**config.mk**
```make
export PLATFORM = sky130hd
export DESIGN_NAME = srwt_ctrl_flat
export DESIGN_NICKNAME = d
export VERILOG_FILES = /design/src/srwt_pkg.sv /design/src/srwt_link_if.sv /design/src/srwt_ctrl.sv /design/src/flat_wrapper.sv
export VERILOG_INCLUDE_DIRS = /design/src /design/src/src
export SDC_FILE = /design/constraint.sdc
export NUM_CORES = 1
export LEC_CHECK = 0
export BUFFER_PORTS_ARGS = -buffer_cell sky130_fd_sc_hd__buf_2
export CORE_MARGIN = 10
export CORE_UTILIZATION = 30
export CTS_CLUSTER_DIAMETER = 120
export DETAILED_ROUTE_END_ITERATION = 10
export GPL_TIMING_DRIVEN = 0
export SETUP_SLACK_MARGIN = 0.4
export SLEW_MARGIN = 30
export SYNTH_ARGS = -nofsm -noshare
export SYNTH_HDL_FRONTEND = slang
export SYNTH_SLANG_ARGS = --single-unit
export TNS_END_PERCENT = 30
```
**constraint.sdc**
```tcl
create_clock -name SYS_CLK -period 8.05 [get_ports SYS_CLK]
set_input_delay 0.805 -clock SYS_CLK [delete_from_list [all_inputs] [get_ports SYS_CLK]]
set_output_delay 0.805 -clock SYS_CLK [all_outputs]
set_load 0.05 [all_outputs]
```
**src/srwt_defines.svh**
```systemverilog
// constants for the read/write turnaround block
`ifndef SRWT_DEFINES_SVH
`define SRWT_DEFINES_SVH
`define SRWT_BL_FIXED8 2'h0
`define SRWT_BL_OTF 2'h1
`define SRWT_BL_FIXED4 2'h2
`define SRWT_BURST8 5'h08
`define SRWT_BURST4 5'h04
`define SRWT_RTW_EXTRA 6'h01
`define SRWT_LAT_W 5
`define SRWT_CNT_W 6
`define SRWT_CAL_INIT_CYC 10'h200
`define SRWT_CAL_SHORT_CYC 10'h080
`endif

```
**src/srwt_pkg.sv**
```systemverilog
// shared types for the read/write turnaround block
package srwt_pkg;
  typedef enum logic [1:0] {
    SRWT_CMD_NOP,
    SRWT_CMD_READ,
    SRWT_CMD_WRITE
  } srwt_cmd_e;
  typedef logic [1:0] srwt_bg_t;
endpackage

```
**src/srwt_link_if.sv**
```systemverilog
// command link between controller and memory device
`timescale 1ns/1ps
interface srwt_link_if;
  srwt_pkg::srwt_cmd_e cmd;
  logic [1:0] bank_group;
  logic address_bit_twelve;
  modport ctrl (output cmd, output bank_group, output address_bit_twelve);
  modport dev (input cmd, input bank_group, input address_bit_twelve);
endinterface

```
**src/srwt_ctrl.sv**
```systemverilog
// controller end: spaces reads and writes by turnaround minimums
// What this block does
// - write after read waits read-to-write minimum
// - read after write waits write-to-read minimum
// - read burst eight unless chopped
// - write burst four only when chop fixed
// - allow extended calibration times for these
// - device reads eight beats for 00/otf-high
// - device timing valid only with locked loop
// - otf bit twelve low chop, high eight
// - write-to-read long same group, short otherwise
`timescale 1ns/1ps
`include "srwt_defines.svh"
module srwt_ctrl (
  input wire logic SYS_CLK,
  input wire logic SYS_RST,
  srwt_link_if.ctrl LINK,
  input wire logic REQ_VALID,
  input wire logic REQ_WRITE,
  input wire logic [1:0] REQ_BG,
  input wire logic REQ_BURST8,
  input wire logic [1:0] MODE_BURST,
  input wire logic [4:0] CAS_READ_LATENCY,
  input wire logic [4:0] CAS_WRITE_LATENCY,
  input wire logic [4:0] WRITE_PREAMBLE_TIME,
  input wire logic [4:0] WRITE_TO_READ_LONG,
  input wire logic [4:0] WRITE_TO_READ_SHORT,
  input wire logic CAL_INIT_REQ,
  output logic REQ_READY,
  output logic ISSUED
);

  // windows are 6 bits wide: latency sums must stay below 64
  typedef enum logic [1:0] {ST_IDLE, ST_CAL} srwt_st_e;
  srwt_st_e st_q;
  logic [9:0] cal_q;
  logic [5:0] rtw_q;
  logic [5:0] rtw_cnt;
  logic [5:0] rtw_load;
  logic [5:0] wtr_cnt;
  logic [5:0] wtr_long;
  logic [5:0] wtr_short;
  logic [3:0] wtr_free;
  logic [4:0] rbl_half;
  logic [4:0] wbl_half;
  logic rd_ok;
  logic wr_ok;
  logic fire;
  logic fire_rd;
  logic fire_wr;

  // chopped reads count four beats
  always_comb begin
    if ((MODE_BURST == `SRWT_BL_FIXED8) ||
        ((MODE_BURST == `SRWT_BL_OTF) && REQ_BURST8)) begin
      rbl_half = `SRWT_BURST8 >> 1;
    end else begin
      rbl_half = `SRWT_BURST4 >> 1;
    end
  end

  // an otf write counts eight even when chopped
  always_comb begin
    if (MODE_BURST == `SRWT_BL_FIXED4) begin
      wbl_half = `SRWT_BURST4 >> 1;
    end else begin
      wbl_half = `SRWT_BURST8 >> 1;
    end
  end

  // read latency minus write latency, half burst, one, preamble
  always_comb begin
    rtw_cnt = 6'(CAS_READ_LATENCY) - 6'(CAS_WRITE_LATENCY) +
      6'(rbl_half) + `SRWT_RTW_EXTRA + 6'(WRITE_PREAMBLE_TIME);
    // an older, longer read window must not be cut short
    if (rtw_q > rtw_cnt) begin
      rtw_load = rtw_q - 6'h01;
    end else begin
      rtw_load = rtw_cnt - 6'h01;
    end
  end

  // write latency plus half burst plus group delay
  always_comb begin
    wtr_cnt = 6'(CAS_WRITE_LATENCY) + 6'(wbl_half);
    wtr_long = wtr_cnt + 6'(WRITE_TO_READ_LONG);
    wtr_short = wtr_cnt + 6'(WRITE_TO_READ_SHORT);
  end

  // one window per bank group, long only in the written group
  for (genvar g = 0; g < 4; g++) begin : g_group
    logic [5:0] load;
    logic [5:0] left_q;
    always_comb begin
      if (REQ_BG == 2'(g)) begin
        load = wtr_long;
      end else begin
        load = wtr_short;
      end
    end
    // a later write elsewhere may not shorten this group's wait
    always_ff @(posedge SYS_CLK) begin
      if (SYS_RST) begin
        left_q <= 6'h00;
      end else if (fire_wr && load > left_q) begin
        left_q <= load - 6'h01;
      end else if (left_q != 6'h00) begin
        left_q <= left_q - 6'h01;
      end
    end
    assign wtr_free[g] = left_q == 6'h00;
  end

  // take a request only when its turnaround window is open
  always_comb begin
    rd_ok = wtr_free[REQ_BG];
    wr_ok = rtw_q == 6'h00;
    // ready high means the held request was taken on the last edge
    fire = REQ_VALID && !REQ_READY && (st_q == ST_IDLE) &&
      (REQ_WRITE ? wr_ok : rd_ok);
    fire_rd = fire && !REQ_WRITE;
    fire_wr = fire && REQ_WRITE;
  end

  // calibration window blocks commands
  always_ff @(posedge SYS_CLK) begin
    if (SYS_RST) begin
      st_q <= ST_CAL;
      cal_q <= `SRWT_CAL_INIT_CYC;
    end else begin
      case (st_q)
        ST_CAL: begin
          cal_q <= cal_q - 10'h001;
          if (cal_q == 10'h001) begin
            st_q <= ST_IDLE;
          end
        end
        ST_IDLE: begin
          if (CAL_INIT_REQ) begin
            st_q <= ST_CAL;
            cal_q <= `SRWT_CAL_SHORT_CYC;
          end
        end
        default: st_q <= ST_IDLE;
      endcase
    end
  end

  // read window reloads on a read, else counts down
  always_ff @(posedge SYS_CLK) begin
    if (SYS_RST) begin
      rtw_q <= 6'h00;
    end else if (fire_rd) begin
      rtw_q <= rtw_load;
    end else if (rtw_q != 6'h00) begin
      rtw_q <= rtw_q - 6'h01;
    end
  end

  // issue strobe, same edge as the command
  always_ff @(posedge SYS_CLK) begin
    if (SYS_RST) begin
      ISSUED <= 1'b0;
    end else begin
      ISSUED <= fire;
    end
  end

  // one-cycle ready tells the requester to drop its request
  always_ff @(posedge SYS_CLK) begin
    if (SYS_RST) begin
      REQ_READY <= 1'b0;
    end else begin
      REQ_READY <= fire;
    end
  end

  // command stands one cycle, nop otherwise
  always_ff @(posedge SYS_CLK) begin
    if (SYS_RST) begin
      LINK.cmd <= srwt_pkg::SRWT_CMD_NOP;
    end else if (fire_wr) begin
      LINK.cmd <= srwt_pkg::SRWT_CMD_WRITE;
    end else if (fire_rd) begin
      LINK.cmd <= srwt_pkg::SRWT_CMD_READ;
    end else begin
      LINK.cmd <= srwt_pkg::SRWT_CMD_NOP;
    end
  end

  // group rides along with the command
  always_ff @(posedge SYS_CLK) begin
    if (SYS_RST) begin
      LINK.bank_group <= 2'h0;
    end else if (fire) begin
      LINK.bank_group <= REQ_BG;
    end
  end

  // burst select for the device
  always_ff @(posedge SYS_CLK) begin
    if (SYS_RST) begin
      LINK.address_bit_twelve <= 1'b0;
    end else if (fire) begin
      LINK.address_bit_twelve <= REQ_BURST8;
    end
  end
endmodule // srwt_ctrl

```
**src/flat_wrapper.sv**
```systemverilog
// flat-port wrapper written by rule: the top's interface ports become plain ports
module srwt_ctrl_flat 
  (SYS_CLK, SYS_RST, REQ_VALID, REQ_WRITE, REQ_BG, REQ_BURST8, MODE_BURST, CAS_READ_LATENCY, CAS_WRITE_LATENCY, WRITE_PREAMBLE_TIME, WRITE_TO_READ_LONG, WRITE_TO_READ_SHORT, CAL_INIT_REQ, REQ_READY, ISSUED, LINK_cmd, LINK_bank_group, LINK_address_bit_twelve);
  srwt_link_if LINK_i ();
  input wire logic SYS_CLK;
  input wire logic SYS_RST;
  input wire logic REQ_VALID;
  input wire logic REQ_WRITE;
  input wire logic [1:0] REQ_BG;
  input wire logic REQ_BURST8;
  input wire logic [1:0] MODE_BURST;
  input wire logic [4:0] CAS_READ_LATENCY;
  input wire logic [4:0] CAS_WRITE_LATENCY;
  input wire logic [4:0] WRITE_PREAMBLE_TIME;
  input wire logic [4:0] WRITE_TO_READ_LONG;
  input wire logic [4:0] WRITE_TO_READ_SHORT;
  input wire logic CAL_INIT_REQ;
  output logic REQ_READY;
  output logic ISSUED;
  output wire logic [$bits(LINK_i.cmd)-1:0] LINK_cmd;
  output wire logic [$bits(LINK_i.bank_group)-1:0] LINK_bank_group;
  output wire logic [$bits(LINK_i.address_bit_twelve)-1:0] LINK_address_bit_twelve;
  assign LINK_cmd = LINK_i.cmd;
  assign LINK_bank_group = LINK_i.bank_group;
  assign LINK_address_bit_twelve = LINK_i.address_bit_twelve;
  srwt_ctrl u_core (.SYS_CLK(SYS_CLK), .SYS_RST(SYS_RST), .LINK(LINK_i), .REQ_VALID(REQ_VALID), .REQ_WRITE(REQ_WRITE), .REQ_BG(REQ_BG), .REQ_BURST8(REQ_BURST8), .MODE_BURST(MODE_BURST), .CAS_READ_LATENCY(CAS_READ_LATENCY), .CAS_WRITE_LATENCY(CAS_WRITE_LATENCY), .WRITE_PREAMBLE_TIME(WRITE_PREAMBLE_TIME), .WRITE_TO_READ_LONG(WRITE_TO_READ_LONG), .WRITE_TO_READ_SHORT(WRITE_TO_READ_SHORT), .CAL_INIT_REQ(CAL_INIT_REQ), .REQ_READY(REQ_READY), .ISSUED(ISSUED));
endmodule
```
==> run metrics <==
outcome finished, final reports clean; Worst-Margin Slew 0.667 ns; Final setup viols 0; CP Capture Type register; Buffers on Ports 41; DP Wirelength 9.36 mm; Die Ht 146 um; Synth Flop Type dfxtp_1; core region area 15400 um2; CP Class primary input to register; ANT cells 0; CTS Buf Count 5; EDFF count, synth 0; Ys Warns 0; crit-path max FO 9; Worst Hold Class register to register; CP startpoint kind primary input; total grt overflow 0; CTS tree yes; HP Start u_core.cal_q[7]; Syn Area/Cell 8.14 um2; average vias per placed instance 5.02; Worst-path clk slew 0.07 ns; initial core utilization 30.9%; Unique masters post-synth 60; I/O pin count 42; CTS Root Cell clkbuf_16; critical path required time 8.28 ns; Worst Clk Skew 0.00596 ns; First-pass DRT Iterations 5; period utilisation layout 76.6%; DR iter-0 viols 303; initial antenna violation count 0; Synth Register Bits 47; Rows 45; Slew Limit Fails 0; Final ANT Viol Nets 0; vias 4234; clk buf depth 2; Final TNS setup 0 ns; fraction of layout cells with a size suffix above 1 11.7%; vias in the first global route 4034; first-pass GRT wire length 19.5 mm; Max-Cap Viols 0; gr usage total 10.7%; CTS Hold Bufs 0; VDD IR max 92.6 uV; Power Dens Cells 280 nW/um2; CTS resizes 0; largest net degree at the start of global routing 16; clk sink count 47; Post-Syn Area 4750 um2; R2R Path Start u_core.rtw_q[0]; Net Count, Synth 687; Die ar. 21300 um2; clock latency on the worst-skew pair 0.29 ns; DP Worst Slack 1.63 ns; Die X 146 um; register area share after synthesis 19.8%; WP data arrival 6.39 ns; DR DRC count 0; htree depth 2; DR WL/cell 13.8 um; FFs w/ async S/R, synth 0%; area delta synth->final 12.9%; RSZ-0062 raised after global routing no; Post-CTS Setup Bufs 0; Routed WL 11.6 mm; final hold vios 0; fin worst setup slack 1.88 ns; RD Place Congestion 0.814; Nets 735; Syn Inst Count 583; minimum clock period 6.17 ns; fmax 162 MHz; max_slew headroom 55.3%; leak pwr 0.00244 uW; CP Launch Point MODE_BURST[0]
[synthesized netlist by cell type (3+ instances only)]
| library cell | instances | share of area (%) |
|---|---|---|
| o31ai_1 | 8 | 1.3 |
| a21o_1 | 20 | 3.2 |
| o211ai_1 | 5 | 0.79 |
| a211oi_1 | 14 | 2.2 |
| mux2i_1 | 24 | 5.1 |
| or4_4 | 4 | 0.95 |
| clkbuf_1 | 11 | 0.87 |
| or3_1 | 11 | 1.5 |
| nand3_1 | 16 | 1.7 |
| nand2b_1 | 9 | 1.2 |
| and4_1 | 4 | 0.74 |
| o21a_1 | 3 | 0.47 |
| mux2_2 | 9 | 2.1 |
| a21oi_1 | 33 | 3.5 |
| nor3_1 | 16 | 1.7 |
| dfxtp_1 | 47 | 20 |
| fa_1 | 9 | 3.8 |
| nor4_1 | 6 | 0.79 |
| nor3b_1 | 5 | 0.79 |
| a221o_1 | 3 | 0.63 |
| a221oi_1 | 3 | 0.55 |
| o21ai_0 | 22 | 2.3 |
| inv_1 | 69 | 5.5 |
| o41ai_1 | 4 | 0.74 |
| xor2_1 | 13 | 2.4 |
| xnor2_1 | 20 | 3.7 |
| nand2_1 | 25 | 2.0 |
| nor2_1 | 50 | 4.0 |
| a31oi_1 | 6 | 0.79 |
| ha_1 | 60 | 16 |
| and2_1 | 3 | 0.40 |
| nor2b_1 | 5 | 0.66 |
| o2111ai_1 | 4 | 0.74 |
| or4_1 | 5 | 0.79 |
[path summary, 6_finish.rpt]
check	endpoint	slack, ns	cells past startpoint
hold reg to reg	u_core.cal_q[7]	0.45	1
hold / removal	u_core.cal_q[7]	0.45	1
setup / recovery	u_core.g_group[0].left_q[4]	1.88	23
setup reg to reg	u_core.g_group[1].left_q[4]	4.21	15
[through the flow]
| stage | utilization, % | hold slack [ns] | cells | cell area [um2] | power (uW) |
|---|---|---|---|---|---|
| global placement | 33.9 | 0.447 | 835 | 5220 | 1280 |
| detailed placement | 33.9 | 0.451 | 835 | 5220 | 1290 |
| floorplan | - | 0.418 | 583 | 4750 | 1090 |
| global route | 34.9 | 0.507 | 843 | 5360 | 1660 |
| CTS | 34.9 | 0.461 | 843 | 5360 | 1510 |
| finish | 34.9 | 0.451 | 843 | 5360 | 1500 |
[registers in the layout, indices dropped and copies added, names as in the netlist]
signal	count
u_core.cal_q	10
u_core.rtw_q	6
u_core.ISSUED	1
u_core.g_group.left_q	24
u_core.LINK.bank_group	2
u_core.LINK.cmd	2
u_core.LINK.address_bit_twelve	1
u_core.st_q	1
[cells by family (layout without fill, tap and decap cells)]
| kind of cell | count (synthesis) | in the layout | share of synthesized area (%) |
|---|---|---|---|
| AOI/OAI and AO/OA | 142 | 142 | 20.2 |
| and+or+nand+nor | 174 | 174 | 19.8 |
| xor gates and xnor gates | 33 | 33 | 6.09 |
| muxes | 34 | 34 | 7.67 |
| adders and majority gates | 69 | 69 | 19.6 |
| DFF | 47 | 47 | 19.8 |
| buffers and inverters | 84 | 133 | 6.80 |
[report_power, final]
group	switching (uW)	internal [uW]	total [uW]
Clock	95.5	117	212
Sequential	71.2	299	370
Combinational	493	426	920
Total	660	842	1500
[placed cells by master, fill, tap and decap left out, types with 11 or more instances in the layout]
master,n
a211oi_1,14
a21oi_1,33
buf_2,41
a21o_1,20
or3_1,11
nor2_1,50
nand3_1,16
inv_1,69
nor3_1,16
xnor2_1,20
ha_1,60
nand2_1,25
o21ai_0,22
mux2i_1,24
dfxtp_1,47
clkbuf_1,12
xor2_1,13
[worst max-delay path, cell delays in order]
cell and delay [ns]:
buf_2 0.11, nor2b_1 0.15, ha_1 0.22, fa_1 0.45, ha_1 0.24, a211oi_1 0.35, nor2_1 0.20, o41ai_1 0.55
nor2_1 0.21, o21ai_0 0.28, ha_1 0.30, and4_1 0.17, a221oi_1 0.26, a311o_1 0.15, clkbuf_1 0.34, inv_1 0.19
o21ai_0 0.21, ha_1 0.22, inv_1 0.08, a2111oi_0 0.41, xnor2_1 0.12, mux2_2 0.28, nor2_1 0.07
[final cells by class]
class | count | area (um2)
flip-flops and latches | 47 | 941
plain buffers | 15 | 63.8
inverters | 69 | 259
well taps | 211 | 264
fillers | 1633 | 10000
repair buffers | 41 | 205
clock buffers | 6 | 129
multi-input cells | 452 | 3480
clock inverters | 2 | 16.3
[per-layer routing]
layer	vias to the layer above	track usage, %	wire length, um
met3	13	1.37	317
met2	69	16.5	5120
met5	-	0	0
li1	2206	-	-
met1	1946	14.8	5990
met4	0	3.69	197
Power figures use the tool's default switching activity.
